File: src/verilog/rfc_pkg.sv
// constants, types and register map of the reciprocal frequency counter core
package rfc_pkg;
    // bus geometry
    localparam int ADDR_W = 6;
    localparam logic [1:0] RESP_OKAY = 2'h0;
    localparam logic [1:0] RESP_SLVERR = 2'h2;
    // register byte offsets
    localparam logic [5:0] OFF_CTRL = 6'h00;
    localparam logic [5:0] OFF_MEAS = 6'h04;
    localparam logic [5:0] OFF_TMO = 6'h08;
    localparam logic [5:0] OFF_LF = 6'h0C;
    localparam logic [5:0] OFF_RCNT = 6'h10;
    localparam logic [5:0] OFF_RDLO = 6'h14;
    localparam logic [5:0] OFF_RDHI = 6'h18;
    localparam logic [5:0] OFF_RFAC = 6'h1C;
    localparam logic [5:0] OFF_STAT = 6'h20;
    localparam logic [5:0] OFF_ISTS = 6'h24;
    localparam logic [5:0] OFF_ICLR = 6'h28;
    localparam logic [5:0] OFF_IEN = 6'h2C;
    // field positions
    localparam int CTRL_RUN = 0;
    localparam int CTRL_START = 1;
    localparam int CTRL_FUNC = 4;
    localparam int TMO_EN = 31;
    localparam int INT_DONE = 0;
    localparam int INT_ABSENT = 1;
    // reset values
    localparam logic [31:0] MEAS_RST = 32'h0003_D090;
    localparam logic [19:0] TMO_MS_RST = 20'h0_03E8;
    localparam logic [15:0] LF_RST = 16'h0064;
    // limits
    localparam logic [19:0] TMO_MS_MIN = 20'h0_000A;
    localparam logic [19:0] TMO_MS_MAX = 20'hF_4240;
    localparam logic [15:0] LF_MIN = 16'h0001;
    // timing: 40 ns clock, 100 ps duration unit, 1 ms time-out tick
    localparam int CLK_PS = 40000;
    localparam int RES_PS = 100;
    localparam logic [15:0] DUR_STEP = 16'(CLK_PS / RES_PS);
    localparam int MS_NS = 1000000;
    localparam int CLK_NS = 40;
    localparam int MS_CYC = MS_NS / CLK_NS;
    // prescaler division factors
    localparam logic [8:0] FAC_1 = 9'h001;
    localparam logic [8:0] FAC_2 = 9'h002;
    localparam logic [8:0] FAC_16 = 9'h010;
    localparam logic [8:0] FAC_128 = 9'h080;
    localparam logic [8:0] FAC_256 = 9'h100;
    // measuring functions
    typedef enum logic [2:0] {
        FN_FREQ = 3'h0, FN_BLO = 3'h1, FN_BHI = 3'h2, FN_PAVG = 3'h3,
        FN_PSGL = 3'h4, FN_C3 = 3'h5, FN_C8 = 3'h6, FN_C20 = 3'h7
    } rfc_func_t;
    // gate sequencer, gray along idle, arm, open
    typedef enum logic [1:0] {
        ST_IDLE = 2'h0, ST_ARM = 2'h1, ST_OPEN = 2'h3
    } rfc_state_t;
endpackage

File: src/verilog/rfc_top.sv
// reciprocal counting gate core with axi4-lite registers
`timescale 1ns/1ps
module rfc_top #(
    parameter int MS_CYCLES = rfc_pkg::MS_CYC
) (
    // clock and reset
    input wire logic clk,
    input wire logic rst,
    // axi4-lite write address
    input wire logic [rfc_pkg::ADDR_W-1:0] s_axi_awaddr,
    input wire logic s_axi_awvalid,
    output logic s_axi_awready,
    // axi4-lite write data
    input wire logic [31:0] s_axi_wdata,
    input wire logic [3:0] s_axi_wstrb,
    input wire logic s_axi_wvalid,
    output logic s_axi_wready,
    // axi4-lite write response
    output logic [1:0] s_axi_bresp,
    output logic s_axi_bvalid,
    input wire logic s_axi_bready,
    // axi4-lite read
    input wire logic [rfc_pkg::ADDR_W-1:0] s_axi_araddr,
    input wire logic s_axi_arvalid,
    output logic s_axi_arready,
    output logic [31:0] s_axi_rdata,
    output logic [1:0] s_axi_rresp,
    output logic s_axi_rvalid,
    input wire logic s_axi_rready,
    // comparator side
    input wire logic trig_in,
    input wire logic level_ok,
    // status outputs
    output logic gate_out,
    output logic irq
);
    // bus slave state
    logic aw_hold_reg, aw_hold_next;
    logic [5:0] aw_addr_reg, aw_addr_next;
    logic w_hold_reg, w_hold_next;
    logic [31:0] w_data_reg, w_data_next;
    logic [3:0] w_strb_reg, w_strb_next;
    logic awready_reg, awready_next, wready_reg, wready_next;
    logic bvalid_reg, bvalid_next, arready_reg, arready_next;
    logic rvalid_reg, rvalid_next;
    logic [1:0] bresp_reg, bresp_next, rresp_reg, rresp_next;
    logic [31:0] rdata_reg, rdata_next;
    logic wr_go, wr_ok;
    // configuration and interrupt state
    logic run_reg, run_next, start;
    rfc_pkg::rfc_func_t func_reg, func_next;
    logic [31:0] meas_reg, meas_next;
    logic tmo_en_reg, tmo_en_next;
    logic [19:0] tmo_ms_reg, tmo_ms_next;
    logic [15:0] lf_reg, lf_next;
    logic [1:0] ists_reg, ists_next, ien_reg, ien_next, ev;
    logic irq_reg, irq_next;
    // measurement state
    rfc_pkg::rfc_state_t st_reg, st_next;
    logic [31:0] mt_reg, mt_next, cnt_reg, cnt_next;
    logic [63:0] dur_reg, dur_next;
    logic [7:0] psc_reg, psc_next;
    logic [31:0] msd_reg, msd_next;
    logic [19:0] tmc_reg, tmc_next;
    logic [31:0] rcnt_reg, rcnt_next;
    logic [63:0] rdur_reg, rdur_next;
    logic [8:0] rfac_reg, rfac_next;
    logic absent_reg, absent_next, gate_reg, gate_next;
    // derived terms
    logic [8:0] fac;
    logic tq, evt, ms_tick, single, mt_done, tmo_exp, abort, done;

    // byte-lane merge for partial writes
    function automatic logic [31:0] merge(input logic [31:0] old,
                                          input logic [31:0] d,
                                          input logic [3:0] strb);
        logic [31:0] r;
        r = old;
        for (int i = 0; i < 4; i++) begin
            if (strb[i]) begin
                r[i*8 +: 8] = d[i*8 +: 8];
            end
        end
        return r;
    endfunction

    // division factor of the selected function
    always_comb begin
        case (func_reg)
            rfc_pkg::FN_FREQ: fac = rfc_pkg::FAC_2;
            rfc_pkg::FN_BHI: fac = rfc_pkg::FAC_2;
            rfc_pkg::FN_PAVG: fac = rfc_pkg::FAC_2;
            rfc_pkg::FN_C3: fac = rfc_pkg::FAC_16;
            rfc_pkg::FN_C8: fac = rfc_pkg::FAC_256;
            rfc_pkg::FN_C20: fac = rfc_pkg::FAC_128;
            default: fac = rfc_pkg::FAC_1;
        endcase
    end

    // trigger qualification and prescaled event
    assign tq = trig_in & level_ok;
    assign evt = tq && ({1'b0, psc_reg} == (fac - rfc_pkg::FAC_1));
    assign ms_tick = (msd_reg == 32'(MS_CYCLES - 1));
    assign single = (func_reg == rfc_pkg::FN_PSGL);
    assign mt_done = (mt_reg >= meas_reg);
    // no trigger for the whole interval ends the measurement
    assign tmo_exp = tmo_en_reg && (st_reg != rfc_pkg::ST_IDLE)
                     && (tmc_reg >= tmo_ms_reg);
    // signal gone mid-measurement aborts without touching results
    assign abort = tmo_exp || ((st_reg != rfc_pkg::ST_IDLE) && !level_ok);
    assign done = (st_reg == rfc_pkg::ST_OPEN) && evt && !abort
                  && (single || mt_done);
    assign ev = {tmo_exp, done};

    // bus writes land only when address and data are both held
    assign wr_go = aw_hold_reg && w_hold_reg && !bvalid_reg;
    assign wr_ok = (aw_addr_reg[5:2] == rfc_pkg::OFF_CTRL[5:2])
                   || (aw_addr_reg[5:2] == rfc_pkg::OFF_MEAS[5:2])
                   || (aw_addr_reg[5:2] == rfc_pkg::OFF_TMO[5:2])
                   || (aw_addr_reg[5:2] == rfc_pkg::OFF_LF[5:2])
                   || (aw_addr_reg[5:2] == rfc_pkg::OFF_ICLR[5:2])
                   || (aw_addr_reg[5:2] == rfc_pkg::OFF_IEN[5:2]);

    // bus channel next state and read mux
    always_comb begin
        aw_hold_next = aw_hold_reg;
        aw_addr_next = aw_addr_reg;
        w_hold_next = w_hold_reg;
        w_data_next = w_data_reg;
        w_strb_next = w_strb_reg;
        bvalid_next = bvalid_reg;
        bresp_next = bresp_reg;
        rvalid_next = rvalid_reg;
        rresp_next = rresp_reg;
        rdata_next = rdata_reg;
        // address and data are taken in either order
        if (s_axi_awvalid && awready_reg) begin
            aw_hold_next = 1'b1;
            aw_addr_next = s_axi_awaddr;
        end
        if (s_axi_wvalid && wready_reg) begin
            w_hold_next = 1'b1;
            w_data_next = s_axi_wdata;
            w_strb_next = s_axi_wstrb;
        end
        if (bvalid_reg && s_axi_bready) begin
            bvalid_next = 1'b0;
        end
        if (wr_go) begin
            aw_hold_next = 1'b0;
            w_hold_next = 1'b0;
            bvalid_next = 1'b1;
            bresp_next = wr_ok ? rfc_pkg::RESP_OKAY : rfc_pkg::RESP_SLVERR;
        end
        if (rvalid_reg && s_axi_rready) begin
            rvalid_next = 1'b0;
        end
        if (s_axi_arvalid && arready_reg) begin
            rvalid_next = 1'b1;
            rresp_next = rfc_pkg::RESP_OKAY;
            case (s_axi_araddr[5:2])
                rfc_pkg::OFF_CTRL[5:2]: rdata_next = {25'h0, func_reg, 3'h0, run_reg};
                rfc_pkg::OFF_MEAS[5:2]: rdata_next = meas_reg;
                rfc_pkg::OFF_TMO[5:2]: rdata_next = {tmo_en_reg, 11'h0, tmo_ms_reg};
                rfc_pkg::OFF_LF[5:2]: rdata_next = {16'h0, lf_reg};
                rfc_pkg::OFF_RCNT[5:2]: rdata_next = rcnt_reg;
                rfc_pkg::OFF_RDLO[5:2]: rdata_next = rdur_reg[31:0];
                rfc_pkg::OFF_RDHI[5:2]: rdata_next = rdur_reg[63:32];
                rfc_pkg::OFF_RFAC[5:2]: rdata_next = {23'h0, rfac_reg};
                rfc_pkg::OFF_STAT[5:2]: rdata_next = {27'h0, st_reg, absent_reg,
                                                      gate_reg, run_reg};
                rfc_pkg::OFF_ISTS[5:2]: rdata_next = {30'h0, ists_reg};
                rfc_pkg::OFF_ICLR[5:2]: rdata_next = 32'h0;
                rfc_pkg::OFF_IEN[5:2]: rdata_next = {30'h0, ien_reg};
                default: begin
                    rdata_next = 32'h0;
                    rresp_next = rfc_pkg::RESP_SLVERR;
                end
            endcase
        end
        // ready stays low while a beat is held or an answer waits
        awready_next = !aw_hold_next && !bvalid_next;
        wready_next = !w_hold_next && !bvalid_next;
        arready_next = !rvalid_next;
    end

    // bus channel registers
    always_ff @(posedge clk) begin
        if (rst) begin
            aw_hold_reg <= 1'b0;
            aw_addr_reg <= 6'h00;
            w_hold_reg <= 1'b0;
            w_data_reg <= 32'h0;
            w_strb_reg <= 4'h0;
            awready_reg <= 1'b0;
            wready_reg <= 1'b0;
            arready_reg <= 1'b0;
            bvalid_reg <= 1'b0;
            bresp_reg <= rfc_pkg::RESP_OKAY;
            rvalid_reg <= 1'b0;
            rresp_reg <= rfc_pkg::RESP_OKAY;
            rdata_reg <= 32'h0;
        end else begin
            aw_hold_reg <= aw_hold_next;
            aw_addr_reg <= aw_addr_next;
            w_hold_reg <= w_hold_next;
            w_data_reg <= w_data_next;
            w_strb_reg <= w_strb_next;
            awready_reg <= awready_next;
            wready_reg <= wready_next;
            arready_reg <= arready_next;
            bvalid_reg <= bvalid_next;
            bresp_reg <= bresp_next;
            rvalid_reg <= rvalid_next;
            rresp_reg <= rresp_next;
            rdata_reg <= rdata_next;
        end
    end

    // configuration and interrupt next state
    always_comb begin
        logic [31:0] m;
        m = 32'h0;
        run_next = run_reg;
        func_next = func_reg;
        meas_next = meas_reg;
        tmo_en_next = tmo_en_reg;
        tmo_ms_next = tmo_ms_reg;
        lf_next = lf_reg;
        ien_next = ien_reg;
        ists_next = ists_reg;
        start = 1'b0;
        if (wr_go) begin
            case (aw_addr_reg[5:2])
                rfc_pkg::OFF_CTRL[5:2]: begin
                    m = merge({25'h0, func_reg, 3'h0, run_reg}, w_data_reg, w_strb_reg);
                    run_next = m[rfc_pkg::CTRL_RUN];
                    start = m[rfc_pkg::CTRL_START];
                    func_next = rfc_pkg::rfc_func_t'(m[rfc_pkg::CTRL_FUNC +: 3]);
                end
                rfc_pkg::OFF_MEAS[5:2]: begin
                    meas_next = merge(meas_reg, w_data_reg, w_strb_reg);
                end
                rfc_pkg::OFF_TMO[5:2]: begin
                    m = merge({tmo_en_reg, 11'h0, tmo_ms_reg}, w_data_reg, w_strb_reg);
                    tmo_en_next = m[rfc_pkg::TMO_EN];
                    // clamp into the 10 ms to 1000 s range
                    if (m[19:0] < rfc_pkg::TMO_MS_MIN) begin
                        tmo_ms_next = rfc_pkg::TMO_MS_MIN;
                    end else if (m[19:0] > rfc_pkg::TMO_MS_MAX) begin
                        tmo_ms_next = rfc_pkg::TMO_MS_MAX;
                    end else begin
                        tmo_ms_next = m[19:0];
                    end
                end
                rfc_pkg::OFF_LF[5:2]: begin
                    m = merge({16'h0, lf_reg}, w_data_reg, w_strb_reg);
                    // 0 Hz makes no sense, floor at 1 Hz
                    lf_next = (m[15:0] < rfc_pkg::LF_MIN) ? rfc_pkg::LF_MIN : m[15:0];
                end
                rfc_pkg::OFF_ICLR[5:2]: begin
                    ists_next = ists_reg & ~w_data_reg[1:0];
                end
                rfc_pkg::OFF_IEN[5:2]: begin
                    ien_next = w_strb_reg[0] ? w_data_reg[1:0] : ien_reg;
                end
                default: begin
                    m = 32'h0;
                end
            endcase
        end
        // a new event outranks a clear in the same cycle
        ists_next = ists_next | ev;
        irq_next = |(ists_next & ien_next);
    end

    // configuration and interrupt registers
    always_ff @(posedge clk) begin
        if (rst) begin
            run_reg <= 1'b0;
            func_reg <= rfc_pkg::FN_FREQ;
            meas_reg <= rfc_pkg::MEAS_RST;
            tmo_en_reg <= 1'b0;
            tmo_ms_reg <= rfc_pkg::TMO_MS_RST;
            lf_reg <= rfc_pkg::LF_RST;
            ien_reg <= 2'h0;
            ists_reg <= 2'h0;
            irq_reg <= 1'b0;
        end else begin
            run_reg <= run_next;
            func_reg <= func_next;
            meas_reg <= meas_next;
            tmo_en_reg <= tmo_en_next;
            tmo_ms_reg <= tmo_ms_next;
            lf_reg <= lf_next;
            ien_reg <= ien_next;
            ists_reg <= ists_next;
            irq_reg <= irq_next;
        end
    end

    // gate sequencer and counters, next state
    always_comb begin
        st_next = st_reg;
        mt_next = (&mt_reg) ? mt_reg : mt_reg + 32'h1;
        cnt_next = cnt_reg;
        dur_next = dur_reg;
        rcnt_next = rcnt_reg;
        rdur_next = rdur_reg;
        rfac_next = rfac_reg;
        absent_next = absent_reg;
        msd_next = ms_tick ? 32'h0 : msd_reg + 32'h1;
        psc_next = psc_reg;
        // prescaler divides qualified triggers; cleared while idle
        if (st_reg == rfc_pkg::ST_IDLE) begin
            psc_next = 8'h00;
        end else if (tq) begin
            psc_next = evt ? 8'h00 : psc_reg + 8'h01;
        end
        // time-out counts ms since the last trigger
        if (tq || st_reg == rfc_pkg::ST_IDLE) begin
            tmc_next = 20'h0;
        end else if (ms_tick && !(&tmc_reg)) begin
            tmc_next = tmc_reg + 20'h1;
        end else begin
            tmc_next = tmc_reg;
        end
        case (st_reg)
            rfc_pkg::ST_IDLE: begin
                // a trigger in the starting cycle is not looked at
                if (run_reg || start) begin
                    st_next = rfc_pkg::ST_ARM;
                    mt_next = 32'h0;
                end
            end
            rfc_pkg::ST_ARM: begin
                if (abort) begin
                    st_next = rfc_pkg::ST_IDLE;
                    absent_next = tmo_exp ? 1'b1 : absent_reg;
                end else if (evt) begin
                    st_next = rfc_pkg::ST_OPEN;
                    cnt_next = 32'h0;
                    dur_next = 64'h0;
                end
            end
            rfc_pkg::ST_OPEN: begin
                // both counters run together while the gate is open
                dur_next = dur_reg + 64'(rfc_pkg::DUR_STEP);
                cnt_next = evt ? cnt_reg + 32'h1 : cnt_reg;
                if (abort) begin
                    st_next = rfc_pkg::ST_IDLE;
                    absent_next = tmo_exp ? 1'b1 : absent_reg;
                end else if (done) begin
                    // one consistent result set per gate
                    rcnt_next = cnt_reg + 32'h1;
                    rdur_next = dur_reg + 64'(rfc_pkg::DUR_STEP);
                    rfac_next = fac;
                    absent_next = 1'b0;
                    st_next = run_reg ? rfc_pkg::ST_ARM : rfc_pkg::ST_IDLE;
                    mt_next = 32'h0;
                end
            end
            default: begin
                st_next = rfc_pkg::ST_IDLE;
            end
        endcase
        gate_next = (st_next == rfc_pkg::ST_OPEN);
    end

    // gate sequencer and counter registers
    always_ff @(posedge clk) begin
        if (rst) begin
            st_reg <= rfc_pkg::ST_IDLE;
            mt_reg <= 32'h0;
            cnt_reg <= 32'h0;
            dur_reg <= 64'h0;
            rcnt_reg <= 32'h0;
            rdur_reg <= 64'h0;
            rfac_reg <= rfc_pkg::FAC_1;
            absent_reg <= 1'b0;
            msd_reg <= 32'h0;
            psc_reg <= 8'h00;
            tmc_reg <= 20'h0;
            gate_reg <= 1'b0;
        end else begin
            st_reg <= st_next;
            mt_reg <= mt_next;
            cnt_reg <= cnt_next;
            dur_reg <= dur_next;
            rcnt_reg <= rcnt_next;
            rdur_reg <= rdur_next;
            rfac_reg <= rfac_next;
            absent_reg <= absent_next;
            msd_reg <= msd_next;
            psc_reg <= psc_next;
            tmc_reg <= tmc_next;
            gate_reg <= gate_next;
        end
    end

    // outputs
    assign s_axi_awready = awready_reg;
    assign s_axi_wready = wready_reg;
    assign s_axi_bvalid = bvalid_reg;
    assign s_axi_bresp = bresp_reg;
    assign s_axi_arready = arready_reg;
    assign s_axi_rvalid = rvalid_reg;
    assign s_axi_rresp = rresp_reg;
    assign s_axi_rdata = rdata_reg;
    assign gate_out = gate_reg;
    assign irq = irq_reg;

    // checks
    open_on_evt_a: assert property (@(posedge clk) disable iff (rst)
        (st_reg == rfc_pkg::ST_ARM && !evt) |=> st_reg != rfc_pkg::ST_OPEN)
        else $error("gate opened without a trigger");
    close_on_evt_a: assert property (@(posedge clk) disable iff (rst)
        (st_reg == rfc_pkg::ST_OPEN && !evt && !abort) |=> st_reg == rfc_pkg::ST_OPEN)
        else $error("gate closed between triggers");
    dur_step_a: assert property (@(posedge clk) disable iff (rst)
        (st_reg == rfc_pkg::ST_OPEN ##1 st_reg == rfc_pkg::ST_OPEN)
        |-> dur_reg == $past(dur_reg) + 64'(rfc_pkg::DUR_STEP))
        else $error("duration step wrong");
    latch_set_a: assert property (@(posedge clk) disable iff (rst)
        done |=> rcnt_reg == $past(cnt_reg) + 32'h1 && rfac_reg == $past(fac))
        else $error("result set not latched together");
    c8_factor_a: assert property (@(posedge clk) disable iff (rst)
        (func_reg == rfc_pkg::FN_C8) |-> fac == rfc_pkg::FAC_256)
        else $error("wrong factor for high input");
    tmo_flag_a: assert property (@(posedge clk) disable iff (rst)
        tmo_exp |=> absent_reg && st_reg == rfc_pkg::ST_IDLE)
        else $error("time-out not flagged");
    hold_result_a: assert property (@(posedge clk) disable iff (rst)
        abort |=> $stable(rcnt_reg) && $stable(rdur_reg))
        else $error("result changed on lost signal");
    single_close_a: assert property (@(posedge clk) disable iff (rst)
        (st_reg == rfc_pkg::ST_OPEN && single && evt && !abort)
        |=> st_reg != rfc_pkg::ST_OPEN)
        else $error("single gate overran one cycle");
    // the prescaler must not even advance while the level is missing
    presc_block_a: assert property (@(posedge clk) disable iff (rst)
        !level_ok |-> !evt ##1 ($stable(psc_reg) || $past(st_reg) == rfc_pkg::ST_IDLE))
        else $error("prescaler output not blocked");
    tmo_restart_a: assert property (@(posedge clk) disable iff (rst)
        tq |=> tmc_reg == 20'h0)
        else $error("time-out not restarted");
endmodule

File: config.mk
export PLATFORM = sky130hd
export DESIGN_NAME = rfc_top
export DESIGN_NICKNAME = d
export VERILOG_FILES = /design/src/verilog/rfc_pkg.sv /design/src/verilog/rfc_top.sv
export SDC_FILE = /design/constraint.sdc
export NUM_CORES = 1
export LEC_CHECK = 0
export CORE_ASPECT_RATIO = 1.2
export CORE_MARGIN = 1.5
export CORE_UTILIZATION = 64
export DETAILED_ROUTE_END_ITERATION = 6
export DONT_BUFFER_PORTS = 1
export PLACE_DENSITY = 0.76
export SYNTH_ARGS = -nofsm -noshare
export SYNTH_HDL_FRONTEND = slang
export SYNTH_SLANG_ARGS = --single-unit
File: constraint.sdc
create_clock -name clk -period 6.9 [get_ports clk]
set_input_delay 0.345 -clock clk [delete_from_list [all_inputs] [get_ports clk]]
set_output_delay 0.345 -clock clk [all_outputs]
set_load 0.005 [all_outputs]
==> flow_summary.yaml, run 1 <==
sta:
  rsz0062_at_grt: "false"
  drv_slew: 0
  skew_ns: 0.0147
  worst_pin_slew_ns: 1.32
  relSlewSlack_pct: 12.1
  fin_setup_tns_ns: 0
  clock.fmax_ghz: 0.259
  layout_min_cycle_time_ns: 3.86
  finalCritPeriodShare_pct: 55.9
  hold_violations: 0
  setup_viol: 0
power:
  p_leak_nw: 8.08
  power.total_mw: 5.23
  p_per_area_nw_per_um2: 218
  peakVddDrop_mv: 0.178
placement:
  numPortBuffers: 0
  dp_hpwl_mm: 43.7
  place_inst: 3003
  globalplace.congestion: 0.962
floorplan:
  io_pins: 100
  core_area_um2: 34000
  die_h_um: 206
  start_util_pct: 64.7
  design.die.area_um2: 35500
  core.rowCount: 74
  die_w_um: 172
clocking:
  clock_latency_ns: 0.56
  htree_levels: 2
  cts_resized: 0
  cts_max_path_buffers: 3
  cts_sinks: 444
  cts_buffers: 43
  cts_tree: "built"
  root_buffer: "clkbuf_16"
  clkSlewWorstSetupHoldPaths_ns: 0.06
logic_synthesis:
  ys_types: 96
  synth_top_area_share_pct: 40.4
  synth_top_area_cell: "dfxtp_1"
  synthFlopType: "dfxtp_1"
  synth_area_leaders: "dfxtp_1 (40%), nor2_1 (5.7%), nand2_1 (5.3%)"
  yosys_warnings: 0
  synth_edf_count: 0
  synthArstFlopShare_pct: 0
  synth_seq_cells: 444
  mappedNetlistArea_um2: 22000
  syn_avg_cell_area_um2: 8.15
  yosysSeqAreaShare_pct: 40.4
  syn_inst: 2697
route:
  via_count: 20331
  wl_per_cell_um: 21.3
  viasPerCell: 6.50
  antenna_left: 0
  wl_mm: 66.6
  drt_first_iter_violations: 2057
  first_pass_iters: 7
  drc: 1
status:
  violations: "DRC"
  status: "finished, violations left"
setup_path:
  end_kind: "flop"
  worstPathMaxFanout: 13
  worstSetupStartpointType: "flop"
  critPathRequiredTime_ns: 7.35
  critPathKind: "flop to flop"
  regToRegSetupSlack_ns: 3.04
  arrival_ns: 4.31
cells_and_area:
  drive_above_1_share_pct: 5.80
  fin_cells: 3127
  register_area_um2: 8890
  diodes: 0
  nets: 2762
  area_growth_pct: 8.98
  multiInputGateArea_um2: 12000
  fill_cells: 2704
worst_hold_path:
  hold_path_class: "input pin to flop"
grt:
  grt_pass1_wl_mm: 102
  grt_pass1_vias: 18737
  grt_usage_pct: 36.9
  grt_max_degree: 260
  grt.overflow.total: 0
  grt_antenna_before_repair: 0
flow_run:
  cap_violations: 0
worst max-delay path, stage by stage (launching register included):
cell and delay, ns:
dfxtp_1 0.41, inv_1 0.07, ha_1 0.30, and4_1 0.22
a221oi_1 0.57, a21o_1 0.24, nand4_1 0.17, o21ai_2 0.62
nand2_1 0.62, o41ai_1 0.49
Yosys cell counts (10+ instances only):
master,number
a211oi_1,81
a21oi_1,221
a222oi_1,10
a22oi_1,68
a31oi_1,30
and2_1,12
and3_1,41
and4_1,13
buf_2,30
clkbuf_1,112
dfxtp_1,444
ha_1,62
inv_1,80
mux2i_1,32
nand2_1,309
nand2b_1,11
nand3_1,151
nand4_1,57
nor2_1,336
nor3_1,41
nor4_1,19
o211ai_1,34
o21ai_0,79
o22ai_1,21
o31ai_1,29
or2_2,11
or3_1,20
xnor2_1,61
xor2_1,95
final timing paths:
| path | endpoint | start | depth (start not counted) |
|---|---|---|---|
| min reg2reg | w_data_reg[30] | w_data_reg[30] | 2 |
| max | dur_reg[43] | tmo_ms_reg[5] | 9 |
| min | s_axi_bvalid | s_axi_bready | 3 |
| max reg2reg | dur_reg[43] | tmo_ms_reg[5] | 9 |
cells in the final DEF (no fill, tap or decap), drive strengths merged, types with 19 or more instances in the layout:
cell,netlist,final
a211oi,83,83
a21oi,221,221
a22oi,68,68
a31oi,31,31
and3,43,43
and4,19,19
buf,50,24
clkbuf,124,60
dfxtp,444,444
dlygate4sd3,0,50
ha,62,62
inv,80,80
mux2i,32,32
nand2,309,309
nand3,154,154
nand4,61,61
nor2,338,338
nor3,43,43
nor4,23,23
o211ai,34,34
o21ai,85,85
o22ai,21,21
o31ai,29,29
or3,21,21
xnor2,61,61
xor2,95,95
metal layers:
metal	global-route usage, %	up-vias	share of wire, %
li1	-	9527	-
met1	46.5	9707	40
met2	60.0	899	46
met3	6.74	198	8.7
met4	19.1	0	5.4
met5	0	-	0
final cells by class:
| class | instances | share of cell area [%] |
|---|---|---|
| Clock buffer | 60 | 5.23 |
| Sequential cell | 444 | 37.1 |
| Multi-Input combinational cell | 2000 | 50.2 |
| Tap cell | 456 | 2.38 |
| Clock inverter | 13 | 0.815 |
| Timing Repair Buffer | 74 | 2.98 |
| Inverter | 80 | 1.25 |
power breakdown:
group          internal [mW]  switching (mW)
Combinational         0.0527           0.114
Clock                   1.45            1.01
Sequential              2.58          0.0318
Total                   4.08            1.15
logic make-up after synthesis:
| logic type | after synthesis | share of synthesized area (%) |
|---|---|---|
| multiplexers | 34 | 1.58 |
| AO/OA/AOI/OAI | 657 | 19.4 |
| AND/OR/NAND/NOR | 1089 | 23.8 |
| XOR/XNOR | 156 | 6.21 |
| other | 1 | 0.0171 |
| flip-flops | 444 | 40.4 |
| adder cells (fa/ha/maj) | 62 | 3.53 |
| buffers and inverters | 254 | 5.07 |
through the flow:
step | util, % | hold slack [ns] | worst slack, ns | area (um^2)
final | 70.5 | 0.00560 | 3.04 | 24000
after detailed placement | 64.7 | 0.440 | 3.15 | 22000
after global placement | 64.7 | 0.440 | 3.26 | 22000
after floorplan | - | 0.436 | 4.32 | 22000
after global routing | 70.5 | 0.00848 | 2.84 | 24000
after CTS | 70.5 | 0.00304 | 3.14 | 24000
repair_timing:
item	4_1_cts	5_1_grt
buffers inserted	0	0
hold buffers	51	0
hold endpoints to repair	259	0
Note: power is estimated with default switching activity, not from simulation.
==> run 2, diff against run 1 <==
- CORE_UTILIZATION: 64 -> 58
- PLACE_DENSITY: 0.76 -> 0.72
- clock period: 6.9 -> 3.5 ns (I/O delays scaled with it)
==> flow_summary.yaml, run 2 (synthesized netlist as in run 1, its figures left out) <==
clocking:
  root_buffer: "clkbuf_16"
  cts_sinks: 444
  clkSlewWorstSetupHoldPaths_ns: 0.06
  cts_max_path_buffers: 3
  cts_tree: "built"
  cts_buffers: 45
  htree_levels: 2
  clock_latency_ns: 0.56
setup_path:
  r2r_end: "rdur_reg[33]"
  worstSetupStartpointType: "flop"
  r2r_cells: 12
  critPathRequiredTime_ns: 3.93
  critPathKind: "flop to flop"
  startpoint: "meas_reg[25]"
  arrival_ns: 3.83
  end_kind: "flop"
  regToRegSetupSlack_ns: 0.11
  worstPathMaxFanout: 8
  r2r-start: "meas_reg[25]"
sta:
  finalCritPeriodShare_pct: 96.9
  clock.fmax_ghz: 0.295
  drv_slew: 0
  setup_viol: 0
  skew_ns: 0.0133
  layout_min_cycle_time_ns: 3.39
  hold_violations: 0
  relSlewSlack_pct: 41.5
  fin_setup_tns_ns: 0
  worst_pin_slew_ns: 0.878
floorplan:
  design.die.area_um2: 39100
  core_area_um2: 37100
  io_pins: 100
  die_h_um: 216
  start_util_pct: 59.3
  die_w_um: 181
  core.rowCount: 77
grt:
  grt_antenna_before_repair: 0
  grt_pass1_vias: 19619
  grt.overflow.total: 0
  grt_usage_pct: 34.0
  grt_pass1_wl_mm: 107
  grt_max_degree: 190
placement:
  numPortBuffers: 0
  dp_hpwl_mm: 45.2
  globalplace.congestion: 0.944
  place_area_um2: 22300
route:
  viasPerCell: 6.33
  antenna_left: 0
  drt_first_iter_violations: 2242
  via_count: 20749
  wl_mm: 68.1
  wl_per_cell_um: 20.8
  drc: 0
  first_pass_iters: 6
cells_and_area:
  final_core_util_pct: 68.3
  nets: 2887
  diodes: 0
  drive_above_1_share_pct: 7.53
  area_growth_pct: 15.2
  final_cell_mix: "dfxtp_1 (437), nor2_1 (334), nand2_1 (309)"
  layout_commonest_cell: "dfxtp_1"
  final_area_um2: 25300
power:
  p_leak_nw: 8.95
  p_per_area_nw_per_um2: 413
  peakVddDrop_mv: 0.298
worst_hold_path:
  hold_path_class: "input pin to flop"
  hold_depth: 3
  hold_end: "psc_reg[1]"
  holdCritStartpoint: "trig_in"
status:
  status: "complete, no violations"
flow_run:
  cap_violations: 0
-- run 2: cell types whose count changed in the layout (fill, tap and decap cells not counted), moves of 2 or more --
cell / previous run / this run
bufinv_16: 5 / 3
buf_4: 22 / 50
clkbuf_1: 8 / 6
clkbuf_8: 7 / 17
dlygate4sd3_1: 50 / 136
clkinv_2: 6 / 8
buf_12: 1 / 8
dfxtp_1: 444 / 437
dfxtp_2: 0 / 7
-- run 2: worst max path at each step --
stage                   end  depth (start not counted)
6_report       rdur_reg[33]                         12
5_1_grt        rdur_reg[33]                         12
4_1_cts        rdur_reg[33]                         12
3_5_place_dp    dur_reg[47]                         11
3_3_place_gp     mt_reg[29]                         12
2_1_floorplan  rdur_reg[11]                         13
-- run 2: final cells by class --
type,instances,area (um^2)
Clock buffer,68,1380
Timing Repair Buffer,197,1960
Tap cell,474,593
Sequential cell,444,8900
Inverter,80,300
Clock inverter,13,145
Fill cell,2997,11800
Multi-Input combinational cell,2000,12100
-- run 2: what timing repair did --
item,4_1_cts,5_1_grt
endpoints found under the hold margin,270,0
endpoints found under the setup margin,0,9
hold buffers,137,0
gates resized for setup,0,12
setup buffers,0,5
-- run 2: critical path, cell delays in order, from the launching register on --
cell,delay (ns)
dfxtp_1,0.42
inv_1,0.08
ha_1,0.30
nand4_1,0.16
or4_1,0.57
a21oi_1,0.14
o31a_1,0.22
o21ai_4,0.12
nor3_4,0.26
buf_12,0.16
mux2i_2,0.21
nor2_1,0.07
dlygate4sd3_1,0.56
-- run 2: power by group --
part	switching, mW	leakage (nW)	internal, mW
Combinational	0.212	4.60	0.135
Sequential	0.0589	3.59	5.09
Clock	2.02	0.758	2.94
Total	2.29	8.95	8.16
-- run 2: through the flow --
| step | setup slack (ns) | power [mW] | std cells | hold slack (ns) |
|---|---|---|---|---|
| floorplan | 0.917 | 5.45 | 2698 | 0.311 |
| global placement | 0.359 | 5.47 | 3052 | 0.298 |
| detailed placement | 0.367 | 5.47 | 3052 | 0.299 |
| CTS | 0.114 | 10.5 | 3270 | 0.0113 |
| global route | -0.0148 | 10.7 | 3276 | 0.0654 |
| finish | 0.109 | 10.5 | 3276 | 0.0225 |
-- run 2: layer usage --
metal	routed length (um)	global-route usage, %	share of wire, %
met1	27300	42.8	40
met2	31700	56.8	47
met3	5460	4.94	8.0
met4	3590	17.6	5.3
met5	0	0	0
